<file path="config.mk">
export PLATFORM = sky130hd
export DESIGN_NAME = mxc_ctrl
export DESIGN_NICKNAME = d
export VERILOG_FILES = /design/src/shared/mxc_pkg.sv /design/src/design/mxc_sync.sv /design/src/design/mxc_ctrl.sv
export VERILOG_INCLUDE_DIRS = /design/src /design/src/shared
export SDC_FILE = /design/constraint.sdc
export NUM_CORES = 1
export LEC_CHECK = 0
export BUFFER_PORTS_ARGS = -buffer_cell sky130_fd_sc_hd__buf_2
export CAP_MARGIN = 20
export CORE_ASPECT_RATIO = 2
export CORE_UTILIZATION = 48
export CTS_CLUSTER_DIAMETER = 50
export DETAILED_ROUTE_END_ITERATION = 10
export GPL_ROUTABILITY_DRIVEN = 0
export MAX_ROUTING_LAYER = met4
export PLACE_DENSITY = 0.78
export SYNTH_ARGS = -nofsm -noshare
export SYNTH_HDL_FRONTEND = slang
export SYNTH_HIERARCHICAL = 1
export SYNTH_SLANG_ARGS = --single-unit
</file>
<file path="constraint.sdc">
create_clock -name mclk -period 1.8 [get_ports mclk]
set_input_delay 0.36 -clock mclk [delete_from_list [all_inputs] [get_ports mclk]]
set_output_delay 0.36 -clock mclk [all_outputs]
set_load 0.01 [all_outputs]
</file>
<file path="src/shared/mxc_map.svh">
// offsets, field positions, reset values and timing counts of the
// crossover extended control block; included by mxc_ctrl and the bench
`ifndef MXC_MAP_SVH
`define MXC_MAP_SVH

// management address of extended control register two
`define MXC_ECR2_ADDR 5'h13
// field positions
`define MXC_BIT_NODE 15
`define MXC_BIT_SWMODE 14
`define MXC_BIT_RFAULT 13
`define MXC_BIT_XEN 9
`define MXC_BIT_FSEL 8
`define MXC_BIT_TRI 7
`define MXC_BIT_APD 0
// remote fault position inside the partner link control word
`define MXC_LCW_RF_BIT 13
// reset value and writable bits
`define MXC_ECR2_RESET 16'h4201
`define MXC_ECR2_WMASK 16'h1BFF
// interval between arrangement swaps while hunting for link
`define MXC_CLK_NS 4
`define MXC_SWAP_NS 10000
`define MXC_SWAP_CYC (`MXC_SWAP_NS / `MXC_CLK_NS)

`endif

</file>
<file path="src/shared/mxc_pkg.sv">
// types of the crossover extended control block
// assumes mxc_map.svh supplies the numbers
package mxc_pkg;

  // one management access, one cycle wide
  typedef struct packed {
    logic rd;
    logic wr;
    logic [4:0] addr;
    logic [15:0] wdata;
  } mxc_mgmt_req_t;

  // the four twisted-pair line pins
  typedef struct packed {
    logic a_p;
    logic a_n;
    logic b_p;
    logic b_n;
  } mxc_pair_t;

  // pair arrangement, one-hot
  typedef enum logic [1:0] {
    MXC_STRAIGHT = 2'b01,
    MXC_CROSS = 2'b10
  } mxc_arr_t;

endpackage : mxc_pkg

</file>
<file path="src/design/mxc_sync.sv">
// two-flop synchroniser for a group of pin levels
// assumes inputs are asynchronous to mclk
`timescale 1ns/1ps
module mxc_sync #(
  parameter int W = 1
) (
  input wire logic mclk,
  input wire logic [W-1:0] async_in,
  output logic [W-1:0] sync_out
);
  logic [W-1:0] meta_r;

  // first stage read only by second stage
  genvar gi;
  generate
    for (gi = 0; gi < W; gi++)
    begin : g_bit
      always_ff @(posedge mclk)
      begin
        meta_r[gi] <= async_in[gi];
        sync_out[gi] <= meta_r[gi];
      end
    end
  endgenerate
endmodule : mxc_sync

</file>
<file path="src/design/mxc_ctrl.sv">
// crossover, tri-state, power-down and strap/led logic behind
// extended control register two
// assumes same-clock management port and link status inputs
//
// Functional notes
// - remote fault bit reads the same as partner ability fault bit
// - remote fault follows fault flag in received partner link word
// - arrangement picked automatically by swapping transmit and receive
// - auto crossover on after reset; enable bit 1, select bit 0
// - enable bit zero ignores pin; select 0 straight, 1 cross
// - pin low with enable bit one forces straight regardless of select bit
// - automatic choice only when pin and enable bit both one
// - straight: transmit A receive B; cross: transmit B receive A
// - tri-state bit one floats transmit outputs
// - auto power-down bit with 10 Mb/s link powers down 100 path
// - isolate also powers down the 100 path
// - enable and select sit at address 13h bits nine and eight
// - five shared pins give address bits, then drive status leds
// - speed output high at 100 Mb/s with link up, low otherwise
`timescale 1ns/1ps
`include "mxc_map.svh"
module mxc_ctrl (
  input wire logic mclk,
  input wire logic sys_rst,
  input mxc_pkg::mxc_mgmt_req_t mgmt_req,
  output logic [15:0] mgmt_rdata,
  output logic mgmt_rvalid,
  input wire logic auto_crossover_enable_pin,
  input wire logic [15:0] partner_lcw,
  input wire logic partner_lcw_valid,
  input wire logic link_up,
  input wire logic speed_100,
  input wire logic isolate,
  input wire logic line_transmit_plus,
  input wire logic line_transmit_minus,
  input mxc_pkg::mxc_pair_t pair_in,
  output mxc_pkg::mxc_pair_t pair_out,
  output mxc_pkg::mxc_pair_t pair_oe,
  output logic rx_plus,
  output logic rx_minus,
  input wire logic [4:0] led_status,
  input wire logic [4:0] led_pin_in,
  output logic [4:0] led_pin_out,
  output logic [4:0] led_pin_oe,
  output logic [4:0] phy_address_bits,
  output logic speed_indication,
  output logic pwrdn_100tx,
  output logic crossed
);
  import mxc_pkg::*;

  // led drive: asserted state is the inverse of the strapped sense
  function automatic logic led_level(input logic sense, input logic on);
    led_level = on ^ sense;
  endfunction : led_level

  logic [9:0] pins_s;
  logic xen_pin_s;
  logic [4:0] straps_s;
  mxc_pair_t pair_s;
  logic [15:0] ecr2_r;
  logic [15:0] ecr2_nxt;
  logic rf_r;
  mxc_arr_t arr_r;
  mxc_arr_t arr_nxt;
  logic [11:0] swap_cnt_r;
  logic in_rst_r;
  logic [15:0] rdata_w;
  logic hit_w;
  logic auto_w;
  logic swap_tick_w;
  logic cross_w;

  // every pin level passes two flops first
  mxc_sync #(.W(10)) u_sync (
    .mclk(mclk),
    .async_in({auto_crossover_enable_pin, led_pin_in, pair_in}),
    .sync_out(pins_s)
  );
  assign xen_pin_s = pins_s[9];
  assign straps_s = pins_s[8:4];
  assign pair_s = pins_s[3:0];

  // register decode and write merge
  assign hit_w = (mgmt_req.addr == `MXC_ECR2_ADDR);
  assign ecr2_nxt = (mgmt_req.wdata & `MXC_ECR2_WMASK)
                  | (ecr2_r & ~`MXC_ECR2_WMASK);
  // read view: fixed mode bits, live fault, stored controls
  assign rdata_w = {1'b0, 1'b1, rf_r, ecr2_r[12:0]};

  // register store; reset enables auto crossover
  always_ff @(posedge mclk)
  begin
    if (sys_rst)
      ecr2_r <= `MXC_ECR2_RESET;
    else if (mgmt_req.wr && hit_w)
      ecr2_r <= ecr2_nxt;
  end

  // read answer one cycle after the request
  always_ff @(posedge mclk)
  begin
    if (sys_rst)
    begin
      mgmt_rdata <= 16'h0000;
      mgmt_rvalid <= 1'b0;
    end
    else
    begin
      mgmt_rvalid <= mgmt_req.rd && hit_w;
      if (mgmt_req.rd && hit_w)
        mgmt_rdata <= rdata_w;
    end
  end

  // remote fault copied from each received partner word
  always_ff @(posedge mclk)
  begin
    if (sys_rst)
      rf_r <= 1'b0;
    else if (partner_lcw_valid)
      rf_r <= partner_lcw[`MXC_LCW_RF_BIT];
  end

  // automatic mode needs pin and enable bit both high
  assign auto_w = xen_pin_s && ecr2_r[`MXC_BIT_XEN];
  assign swap_tick_w = (swap_cnt_r == 12'(`MXC_SWAP_CYC - 1));

  // swap interval divider, runs while hunting
  always_ff @(posedge mclk)
  begin
    if (sys_rst || swap_tick_w || link_up || !auto_w)
      swap_cnt_r <= 12'h000;
    else
      swap_cnt_r <= swap_cnt_r + 12'h001;
  end

  // arrangement selection
  always_comb
  begin
    arr_nxt = arr_r;
    if (!ecr2_r[`MXC_BIT_XEN])
      arr_nxt = ecr2_r[`MXC_BIT_FSEL] ? MXC_CROSS : MXC_STRAIGHT;
    else if (!xen_pin_s)
      arr_nxt = MXC_STRAIGHT;
    else if (swap_tick_w && !link_up)
    begin
      case (arr_r)
        MXC_STRAIGHT: arr_nxt = MXC_CROSS;
        MXC_CROSS: arr_nxt = MXC_STRAIGHT;
        default: arr_nxt = MXC_STRAIGHT;
      endcase
    end
  end

  always_ff @(posedge mclk)
  begin
    if (sys_rst)
      arr_r <= MXC_STRAIGHT;
    else
      arr_r <= arr_nxt;
  end
  assign cross_w = (arr_r == MXC_CROSS);

  // pair steering and tri-state
  always_ff @(posedge mclk)
  begin
    if (sys_rst)
    begin
      pair_out <= '0;
      pair_oe <= '0;
      rx_plus <= 1'b0;
      rx_minus <= 1'b0;
      crossed <= 1'b0;
    end
    else
    begin
      pair_out <= cross_w
        ? {2'b00, line_transmit_plus, line_transmit_minus}
        : {line_transmit_plus, line_transmit_minus, 2'b00};
      pair_oe <= ecr2_r[`MXC_BIT_TRI] ? 4'h0
        : (cross_w ? 4'h3 : 4'hC);
      rx_plus <= cross_w ? pair_s.a_p : pair_s.b_p;
      rx_minus <= cross_w ? pair_s.a_n : pair_s.b_n;
      crossed <= cross_w;
    end
  end

  // 100 Mb/s path power-down and speed pin
  always_ff @(posedge mclk)
  begin
    if (sys_rst)
    begin
      pwrdn_100tx <= 1'b0;
      speed_indication <= 1'b0;
    end
    else
    begin
      pwrdn_100tx <= (ecr2_r[`MXC_BIT_APD] && link_up && !speed_100)
                   || isolate;
      speed_indication <= speed_100 && link_up;
    end
  end

  // straps sampled on the first edge after reset release
  always_ff @(posedge mclk)
  begin
    if (sys_rst)
      in_rst_r <= 1'b1;
    else
      in_rst_r <= 1'b0;
  end

  always_ff @(posedge mclk)
  begin
    if (sys_rst)
      phy_address_bits <= 5'h00;
    else if (in_rst_r)
      phy_address_bits <= straps_s;
  end

  // shared pins: inputs during reset, led drivers afterwards
  genvar gi;
  generate
    for (gi = 0; gi < 5; gi++)
    begin : g_led
      always_ff @(posedge mclk)
      begin
        if (sys_rst || in_rst_r)
        begin
          led_pin_out[gi] <= 1'b0;
          led_pin_oe[gi] <= 1'b0;
        end
        else
        begin
          led_pin_out[gi] <= led_level(phy_address_bits[gi],
                                       led_status[gi]);
          led_pin_oe[gi] <= 1'b1;
        end
      end
    end
  endgenerate

  // checks
  AST_RF_READ: assert property (@(posedge mclk) disable iff (sys_rst)
    mgmt_req.rd && hit_w |=> mgmt_rvalid
      && mgmt_rdata[`MXC_BIT_RFAULT] == $past(rf_r))
    else $error("remote fault read mismatch");
  AST_RF_FOLLOW: assert property (@(posedge mclk)
    disable iff (sys_rst)
    partner_lcw_valid |=> rf_r == $past(partner_lcw[`MXC_LCW_RF_BIT]))
    else $error("remote fault not taken from partner word");
  AST_RESET_DEF: assert property (@(posedge mclk)
    sys_rst |=> ecr2_r[`MXC_BIT_XEN] && !ecr2_r[`MXC_BIT_FSEL])
    else $error("crossover defaults wrong after reset");
  AST_FORCED: assert property (@(posedge mclk) disable iff (sys_rst)
    !ecr2_r[`MXC_BIT_XEN] |=> cross_w == $past(ecr2_r[`MXC_BIT_FSEL]))
    else $error("forced arrangement not applied");
  AST_PIN_LOW: assert property (@(posedge mclk) disable iff (sys_rst)
    ecr2_r[`MXC_BIT_XEN] && !xen_pin_s |=> !cross_w)
    else $error("pin low did not force straight");
  AST_HOLD_LINK: assert property (@(posedge mclk)
    disable iff (sys_rst) auto_w && link_up ##1 auto_w |-> $stable(arr_r))
    else $error("arrangement changed with link up");
  AST_TX_PAIR: assert property (@(posedge mclk) disable iff (sys_rst)
    !ecr2_r[`MXC_BIT_TRI] && cross_w ##1 !ecr2_r[`MXC_BIT_TRI]
      |-> pair_oe == 4'h3)
    else $error("cross arrangement not on pair B");
  AST_TRISTATE: assert property (@(posedge mclk) disable iff (sys_rst)
    ecr2_r[`MXC_BIT_TRI] |=> pair_oe == 4'h0)
    else $error("transmit pins driven while tri-stated");
  AST_PWRDN: assert property (@(posedge mclk) disable iff (sys_rst)
    isolate || (ecr2_r[`MXC_BIT_APD] && link_up && !speed_100)
      |=> pwrdn_100tx)
    else $error("100 path not powered down");
  AST_LED_OE: assert property (@(posedge mclk)
    sys_rst ##1 !sys_rst |=> led_pin_oe == 5'h00 ##1 led_pin_oe == 5'h1F)
    else $error("shared pins not turned to outputs");
  AST_SPEED: assert property (@(posedge mclk) disable iff (sys_rst)
    !link_up |=> !speed_indication)
    else $error("speed output high without link");
  AST_SPD_ON: assert property (@(posedge mclk) disable iff (sys_rst)
    speed_100 && link_up |=> speed_indication)
    else $error("speed output low at 100 with link");
  AST_APD_OFF: assert property (@(posedge mclk) disable iff (sys_rst)
    !isolate && !ecr2_r[`MXC_BIT_APD] |=> !pwrdn_100tx)
    else $error("100 path powered down without cause");
  AST_TX_STR: assert property (@(posedge mclk) disable iff (sys_rst)
    !ecr2_r[`MXC_BIT_TRI] && !cross_w |=> pair_oe == 4'hC)
    else $error("straight arrangement not on pair A");
  AST_RX_CRS: assert property (@(posedge mclk) disable iff (sys_rst)
    cross_w |=> rx_plus == $past(pair_s.a_p)
      && rx_minus == $past(pair_s.a_n))
    else $error("cross receive not taken from pair A");
  AST_RX_STR: assert property (@(posedge mclk) disable iff (sys_rst)
    !cross_w |=> rx_plus == $past(pair_s.b_p)
      && rx_minus == $past(pair_s.b_n))
    else $error("straight receive not taken from pair B");
  AST_STRAP: assert property (@(posedge mclk) disable iff (sys_rst)
    in_rst_r |=> phy_address_bits == $past(straps_s))
    else $error("address straps not latched");
  AST_WR_CTRL: assert property (@(posedge mclk) disable iff (sys_rst)
    mgmt_req.wr && hit_w |=> ecr2_r[`MXC_BIT_XEN:`MXC_BIT_FSEL]
      == $past(mgmt_req.wdata[`MXC_BIT_XEN:`MXC_BIT_FSEL]))
    else $error("crossover controls not written");
  AST_SWAP: assert property (@(posedge mclk) disable iff (sys_rst)
    auto_w && !link_up && swap_tick_w |=> $changed(arr_r))
    else $error("no arrangement swap while hunting");
endmodule : mxc_ctrl

</file>
# After elaboration in Yosys (flattened, before gate mapping)
# Index checks and enable logic that the tools add are counted.
# totals
ff_bits	92
output_inout_bits	45
# op_classes
addsub	1
eq_ne	5
mux	10
n_bitwise	7
n_reduce_logical	18
# op_table
cell	count
OR 13 x 16 -> 16 bit	1
adder 12 x 1 -> 12 bit, second input constant	1
== test 12 bit, second input constant	1
two-way mux 2 bit	5
logical AND 1 bit	7
OR reduction 2 bit	3
== test 5 bit, second input constant	1
logical OR 1 bit	5
bitwise XOR 1 bit	5
two-way mux 1 bit	4
two-way mux 4 bit	1
logical NOT 1 bit	3
inequality test 3 bit, second input constant	1
== test 2 x 1 -> 1 bit, second input constant	1
== test 2 bit, second input constant	1
NOT 1 bit	1

# Depth between registers and ports, before layout
# Gate-level depths: netlist of run 1.
# logic_depth
word_depth	5
mapped_depth	6
ltp_nobuf	5

# By module
# The synthesis of run 1 kept the hierarchy.
# modules_own_cells
module	instances	cells_each	area_per_inst_um2	seq_area_each_um2
mxc_ctrl	1	236	2461.1	1301.2
mxc_sync	1	20	400.4	400.4

# Worst setup path after synthesis of run 1
# OpenSTA, ideal clock, no wires.
# synth_path
kind	reg-to-reg
from	register swap_cnt_r[0]
to	register swap_cnt_r[6]
setup_time_ns	0.062
arrival_ns	1.512
required_time_ns	1.738
slack_ns	0.227
path_stages_with_launch	7
n_path_buf	1
synth_period_minus_slack_ns	1.573
cell_sequence	dfxtp_1 ha_1 nand4bb_2 nor3_1 or4_4 buf_8 nor2_4
# synth_via
elab_chain_len	4
# synth_lines
item	line_no	source
start, declared	mxc_ctrl.sv:66	logic [11:0] swap_cnt_r;
start signal, assigned	mxc_ctrl.sv:135	swap_cnt_r <= swap_cnt_r + 12'h001;
parallel branches: the longest is 4 deep, another holds adder 12 x 1 -> 12 bit	n/a	
# Parallel ways; which one is timed is not known.
# A chain may end at the register's enable or synchronous reset.

# Worst setup path after layout of run 1
# layout_path
from	register swap_cnt_r[0]
to	register swap_cnt_r[5]
# The elaborated chain is that of the path after synthesis.

==> impl_summary.log, run 1 <==
INFO  metric run_status = finished clean
INFO  metric antenna_violating_nets_post_route = 0
INFO  metric worst_ep_required_time = 2.06 ns
INFO  metric finalWirelength = 5140 microns
INFO  metric grt_overflow_total = 0
INFO  metric post_cts_resized = 0
INFO  metric final.min_clock_period = 1.631 ns
INFO  metric cts-root-buf = clkbuf_16
INFO  metric cts_hold_repair.buffers = 0
INFO  metric final_layout_size_suffix_gt1_frac = 0.3421
INFO  metric chipWidth = 56.60 microns
INFO  metric fin_nets = 401
INFO  metric holdWs = 0.1297 ns
INFO  metric worst_setup_hold_path_clk_slew = 0.06 ns
INFO  metric final.setup.tns = 0 ns
INFO  metric synth_cell_type_count = 34
INFO  metric end_kind = flip-flop
INFO  metric full_die_area = 6293 sq um
INFO  metric clock_skew = 0.004333 ns
INFO  metric htreeDepth = 3
INFO  metric cp_launch_type = flip-flop
INFO  metric post-place-ws = 0.1863 ns
INFO  metric antenna_cells = 0
INFO  metric final_hold_violation_count = 0
INFO  metric hpwl = 3615 microns
INFO  metric post_dp_cell_area = 3282 sq um
INFO  metric start_util = 0.5012
INFO  metric drc = 0
INFO  metric report.final.setup_viol = 0
INFO  metric grt_max_degree = 46
INFO  metric synth-seq-cells = 85
INFO  metric clock-sinks = 85
INFO  metric antenna_violations_before_repair = 0
INFO  metric stdcell_area = 3575 sq um
INFO  metric synth_sequential_area_ratio = 0.5947
INFO  metric total_power_consumption = 3.925 mW
INFO  metric dpl.cell_count = 388
INFO  metric synth_flop_cell = dfxtp_1
INFO  metric edff_count_synth = 0
INFO  metric cellPowerDensity = 1098 nW/um^2
INFO  metric timing.critical_path.fanout_max = 12
INFO  metric power_leakage = 1.751 nW
INFO  metric final_cell_count_no_fill = 403
INFO  metric placement_rows = 39
INFO  metric routed_via_density = 4.928
INFO  metric final_max_slew_viol_count = 0
INFO  metric clock_latency = 0.33 ns
INFO  metric cts_buffers = 9
INFO  metric post-cts-setup-buffers = 0
INFO  metric setup_slack = 0.1686 ns
INFO  metric mappedNetlistArea = 2861 sq um
INFO  metric vias = 1986
INFO  metric ioPinCount = 107
INFO  metric buffer_ports.inserted = 85
INFO  metric yosysWarningCount = 6
INFO  metric holdCritPathClass = primary input to flip-flop
INFO  metric worst-setup-path-type = flip-flop to flip-flop
INFO  metric clk_path_buf_depth = 2
INFO  metric wire_length_of_the_first_global_routing_pass = 8590 microns
INFO  metric synth-async-reset-ratio = 0
INFO  metric rsz0062_at_grt = no
INFO  metric timing.critical_path.arrival = 1.89 ns
INFO  metric syn_avg_cell_area = 11.18 sq um
INFO  metric vdd_ir_drop_max = 1130 uV
INFO  metric clock_tree_from_tritoncts = built
INFO  metric core_area = 5709 sq um
INFO  metric syn_to_final_growth = 24.92%
INFO  metric grt_pass1_vias = 1960
INFO  metric detail_route.wl_per_cell = 12.75 microns
INFO  metric fmaxAchievable = 613.0 MHz
INFO  metric post-route-period-util = 0.9063
INFO  metric final_standard_cell_utilization_of_the_core = 0.6261
INFO  metric drv_cap = 0
INFO  metric detailed_router_s_first_iteration_violation_count = 45
INFO  metric drt-pass1-iter-count = 4
INFO  metric syn-instance-count = 256
INFO  metric vert_die_dim = 111.2 microns
INFO  metric grt.total_usage = 0.1841
==> metal layers <==
layer,routed length [microns],part of all wire,vias up,GRT usage
met5,0,0,-,-
met4,200,0.039,0,0.1236
met3,280,0.054,15,0.05251
met2,2785,0.54,67,0.3216
met1,1873,0.36,908,0.1650
li1,-,-,996,-
==> worst max-delay path: stages (launching register included) <==
cell and delay (ns):
dfxtp_1 0.33, ha_1 0.24, nand4bb_2 0.12, nor3_1 0.07, or4_4 0.65, nor2_4 0.15
==> kinds of logic after synthesis <==
kind of cell | Yosys count | share of synthesized area
and+or+nand+nor | 89 | 0.1749
other | 1 | 0.001311
AOI/OAI and AO/OA | 7 | 0.01968
buffers and inverters | 27 | 0.05072
xor gates and xnor gates | 15 | 0.04591
DFF | 85 | 0.5947
muxes | 31 | 0.1084
adders and majority gates | 1 | 0.004372
==> synthesized netlist by cell type (all sizes together), types with 2 or more instances <==
master,number,area (sq um)
a211o,3,26.28
nand4,6,37.54
inv,8,30.03
clkbuf,8,30.03
nor2,56,275.3
and4,2,17.52
nor3,3,15.01
nand2,3,11.26
nor4,2,18.77
and2,6,37.54
xor2,9,78.83
mux2i,31,310.3
buf,11,85.08
xnor2,6,52.55
dfxtp,85,1702
nand3,4,20.02
==> path summary, 6_finish.rpt <==
| check | end | from | slack [ns] | cells after the start |
|---|---|---|---|---|
| hold reg to reg | u_sync/sync_out[2] | u_sync/meta_r[2] | 0.33 | 0 |
| hold / removal | u_sync/meta_r[9] | auto_crossover_enable_pin | 0.13 | 1 |
| setup / recovery | swap_cnt_r[5] | swap_cnt_r[0] | 0.17 | 5 |
| setup reg to reg | swap_cnt_r[5] | swap_cnt_r[0] | 0.17 | 5 |
==> power breakdown <==
part	internal, mW	switching [mW]
combinational	0.0924	0.0974
clock	1.11	0.662
sequential	1.94	0.0259
total	3.14	0.786
==> cell type report <==
class                   instances  area (sq um)
repair buffers                 89         455.4
multi-input cells             145          1018
inverters                       8         30.03
fillers                       467          2135
well taps                      61         76.32
clock inverters                 3         46.29
clock buffers                  12         246.5
flip-flops and latches         85          1702
==> cell usage in the layout (no fill, tap or decap), drive strengths merged <==
cell type | netlist | routed
a211o | 3 | 3
a211oi | 1 | 1
a21oi | 1 | 1
a31oi | 1 | 1
and2 | 6 | 6
and3 | 1 | 1
and4 | 2 | 2
buf | 11 | 89
bufinv | 0 | 1
clkbuf | 8 | 12
clkinv | 0 | 1
clkinvlp | 0 | 1
conb | 1 | 2
dfxtp | 85 | 85
ha | 1 | 1
inv | 8 | 8
mux2i | 31 | 31
nand2 | 3 | 3
nand3 | 4 | 4
nand4 | 6 | 6
nand4b | 1 | 1
nand4bb | 1 | 1
nor2 | 56 | 56
nor3 | 3 | 3
nor3b | 1 | 1
nor4 | 2 | 2
o221a | 1 | 1
or2 | 1 | 1
or3 | 1 | 1
or4 | 1 | 1
xnor2 | 6 | 6
xor2 | 9 | 9
==> flip-flops by register name, indices dropped and copies added (netlist names) <==
name	cells
mgmt_rdata	14
u_sync/meta_r	10
rx_minus	1
swap_cnt_r	12
arr_r	2
pwrdn_100tx	1
ecr2_r	12
led_pin_oe	1
speed_indication	1
rx_plus	1
mgmt_rvalid	1
pair_oe	2
led_pin_out	5
pair_out	4
crossed	1
rf_r	1
u_sync/sync_out	10
phy_address_bits	5
in_rst_r	1
No activity file was read; power rests on OpenSTA's default activity.
==> inputs of run 2 (changes only) <==
CORE_UTILIZATION = 52   (was 48)
PLACE_DENSITY = 0.84   (was 0.78)
clock period = 1.9 ns   (was 1.8 ns; I/O delays follow)
==> impl_summary.log, run 2 (synthesis gave the netlist of run 1 again) <==
INFO  metric run_status = finished clean
INFO  metric final_hold_violation_count = 0 (unchanged)
INFO  metric pwr-share-seq = 0.569 (+0.068)
INFO  metric power_leakage = 1.714 nW (-2.1%)
INFO  metric detail_route.wl_per_cell = 13.15 microns (+3.1%)
INFO  metric post-route-period-util = 0.8600 (-0.04636)
INFO  metric clock_tree_from_tritoncts = built
INFO  metric htreeDepth = 3 (unchanged)
INFO  metric cts_buffers = 9 (unchanged)
INFO  metric net_switching_power = 0.8264 mW (+5.2%)
INFO  metric vias = 2026 (+2.0%)
INFO  metric detailed_router_s_first_iteration_violation_count = 50 (+11%)
INFO  metric cellInternalPower = 2.443 mW (-22%)
INFO  metric placement_rows = 37 (-5.1%)
INFO  metric dpl.cell_count = 385 (-0.77%)
INFO  metric worst-setup-path-type = flip-flop to flip-flop
INFO  metric core_area = 5231 sq um (-8.4%)
INFO  metric drv_cap = 0 (unchanged)
INFO  metric r2r-start = swap_cnt_r[0]
INFO  metric start_util = 0.5470 (+0.04579)
INFO  metric final_cell_count_no_fill = 401 (-0.50%)
INFO  metric fmaxAchievable = 612.0 MHz (-0.16%)
INFO  metric grt.total_usage = 0.2078 (+0.02371)
INFO  metric layout_top_registers = mgmt_rdata (14), ecr2_r (12), swap_cnt_r (12)
INFO  metric grt_max_degree = 46 (unchanged)
INFO  metric syn_to_final_growth = 21.47%
INFO  metric post-place-ws = 0.2745 ns (+0.08816 ns)
INFO  metric buffer_ports.inserted = 85 (unchanged)
INFO  metric r2r_slack = 0.27 ns (+0.10 ns)
INFO  metric clock_skew = 0.01130 ns (+0.006963 ns)
INFO  metric routed_via_density = 5.052 (+2.5%)
INFO  metric finalWirelength = 5275 microns (+2.6%)
INFO  metric total_power_consumption = 3.270 mW (-17%)
INFO  metric clock_latency = 0.36 ns (+0.03 ns)
INFO  metric cp_launch_type = flip-flop
INFO  metric rsz0062_at_grt = no
INFO  metric ioPinCount = 107 (unchanged)
INFO  metric max_flop_register = mgmt_rdata
INFO  metric stdcell_area = 3476 sq um (-2.8%)
INFO  metric clockPowerShare = 0.376 (-0.075)
INFO  metric antenna_cells = 0 (unchanged)
INFO  metric worstHoldStart = led_pin_in[2]
INFO  metric final_layout_size_suffix_gt1_frac = 0.3499 (+0.007749)
INFO  metric worst_ep_required_time = 2.19 ns (+0.13 ns)
INFO  metric clk_path_buf_depth = 2 (unchanged)
INFO  metric report.final.setup_viol = 0 (unchanged)
INFO  metric drt-pass1-iter-count = 4 (unchanged)
INFO  metric chipWidth = 54.46 microns (-3.8%)
INFO  metric vert_die_dim = 106.9 microns (-3.8%)
INFO  metric hpwl = 3771 microns (+4.3%)
INFO  metric drc = 0 (unchanged)
INFO  metric grt_overflow_total = 0 (unchanged)
INFO  metric worst_setup_hold_path_clk_slew = 0.10 ns (+0.04 ns)
INFO  metric post_dp_cell_area = 3278 sq um (-0.11%)
INFO  metric final_max_slew_viol_count = 0 (unchanged)
INFO  metric antenna_violating_nets_post_route = 0 (unchanged)
INFO  metric end_kind = flip-flop
INFO  metric post-cts-setup-buffers = 0 (unchanged)
INFO  metric cellPowerDensity = 940.7 nW/um^2 (-14%)
INFO  metric timing.critical_path.arrival = 1.92 ns (+0.03 ns)
INFO  metric final.min_clock_period = 1.634 ns (+0.002541 ns)
INFO  metric post_cts_resized = 0 (unchanged)
INFO  metric clock-sinks = 85 (unchanged)
INFO  metric hold_path_end = u_sync/meta_r[6]
INFO  metric holdCritPathClass = primary input to flip-flop
INFO  metric fin_nets = 401 (unchanged)
INFO  metric flip_flop_count_of_the_largest_register_all_copies_and_words_added = 14 (unchanged)
INFO  metric full_die_area = 5822 sq um (-7.5%)
INFO  metric final.setup.tns = 0 ns (unchanged)
INFO  metric grt_pass1_vias = 1907 (-2.7%)
INFO  metric cts_hold_repair.buffers = 0 (unchanged)
INFO  metric hold-path-cell-count = 1 (unchanged)
INFO  metric antenna_violations_before_repair = 0 (unchanged)
INFO  metric timing.critical_path.fanout_max = 12 (unchanged)
INFO  metric layout_common_cells = 85 x dfxtp_1, 85 x buf_2, 46 x nor2_1
INFO  metric setup_slack = 0.2660 ns (+0.09746 ns)
INFO  metric crit-reg2reg-capture = swap_cnt_r[11]
INFO  metric p_comb_frac = 0.056 (+0.008)
INFO  metric power.share.switching = 0.2528 (+0.05264)
INFO  metric rr_worst_depth = 5 (unchanged)
INFO  metric vdd_ir_drop_max = 807.4 uV (-29%)
INFO  metric wire_length_of_the_first_global_routing_pass = 8231 microns (-4.2%)
INFO  metric cts-root-buf = clkbuf_8
run 2: changes by cell type in the layout (fill, tap and decap cells not counted), sizes merged:
cell,before,now
bufinv,1,0
clkbuf,12,9
clkinv,1,2
clkinvlp,1,0
inv,8,13
run 2: how the worst max path moves through the flow:
stage | slack (ns) | endpoint | from | cells after the start
finish | 0.27 | swap_cnt_r[11] | swap_cnt_r[0] | 5
global route | 0.19 | swap_cnt_r[11] | swap_cnt_r[0] | 5
CTS | 0.25 | swap_cnt_r[11] | swap_cnt_r[0] | 5
detailed placement | 0.27 | swap_cnt_r[11] | swap_cnt_r[0] | 5
global placement | 0.33 | swap_cnt_r[5] | swap_cnt_r[0] | 5
floorplan | 0.33 | swap_cnt_r[6] | swap_cnt_r[0] | 6
run 2: through the flow:
stage,utilization,hold WS [ns]
after floorplan,-,0.3096
after detailed placement,0.6266,0.3121
after global placement,0.6266,0.3106
final,0.6644,0.1129
after CTS,0.6644,0.09276
after global routing,0.6644,0.08898
run 2: cell type report:
| type | count | area (sq um) |
|---|---|---|
| Timing Repair Buffer | 89 | 455.4 |
| Multi-Input combinational cell | 145 | 1018 |
| Inverter | 8 | 30.03 |
| Clock inverter | 7 | 73.82 |
| Clock buffer | 9 | 123.9 |
| Sequential cell | 85 | 1702 |
| Fill cell | 429 | 1755 |
| Tap cell | 58 | 72.57 |
run 2: worst max-delay path: stages (launching register included):
cell and delay, ns:
dfxtp_1 0.34, ha_1 0.24, nand4bb_2 0.12, nor3_1 0.07, or4_4 0.65, nor2_1 0.15
run 2: layer usage:
metal	wire, microns	share of wire	GRT usage	vias to the layer above
met5	0	0	-	-
met4	202	0.038	0.1575	0
met3	228	0.043	0.05816	15
met1	1885	0.36	0.1945	948
li1	-	-	-	998
met2	2958	0.56	0.3362	65
run 2: power by group through the flow:
stage	registers, mW	logic (mW)	clock network [mW]
after floorplan	1.91	0.0981	0
after global placement	1.90	0.175	0
after detailed placement	1.90	0.182	0
after CTS	1.86	0.184	1.26
after global routing	1.87	0.201	1.35
final	1.86	0.181	1.23
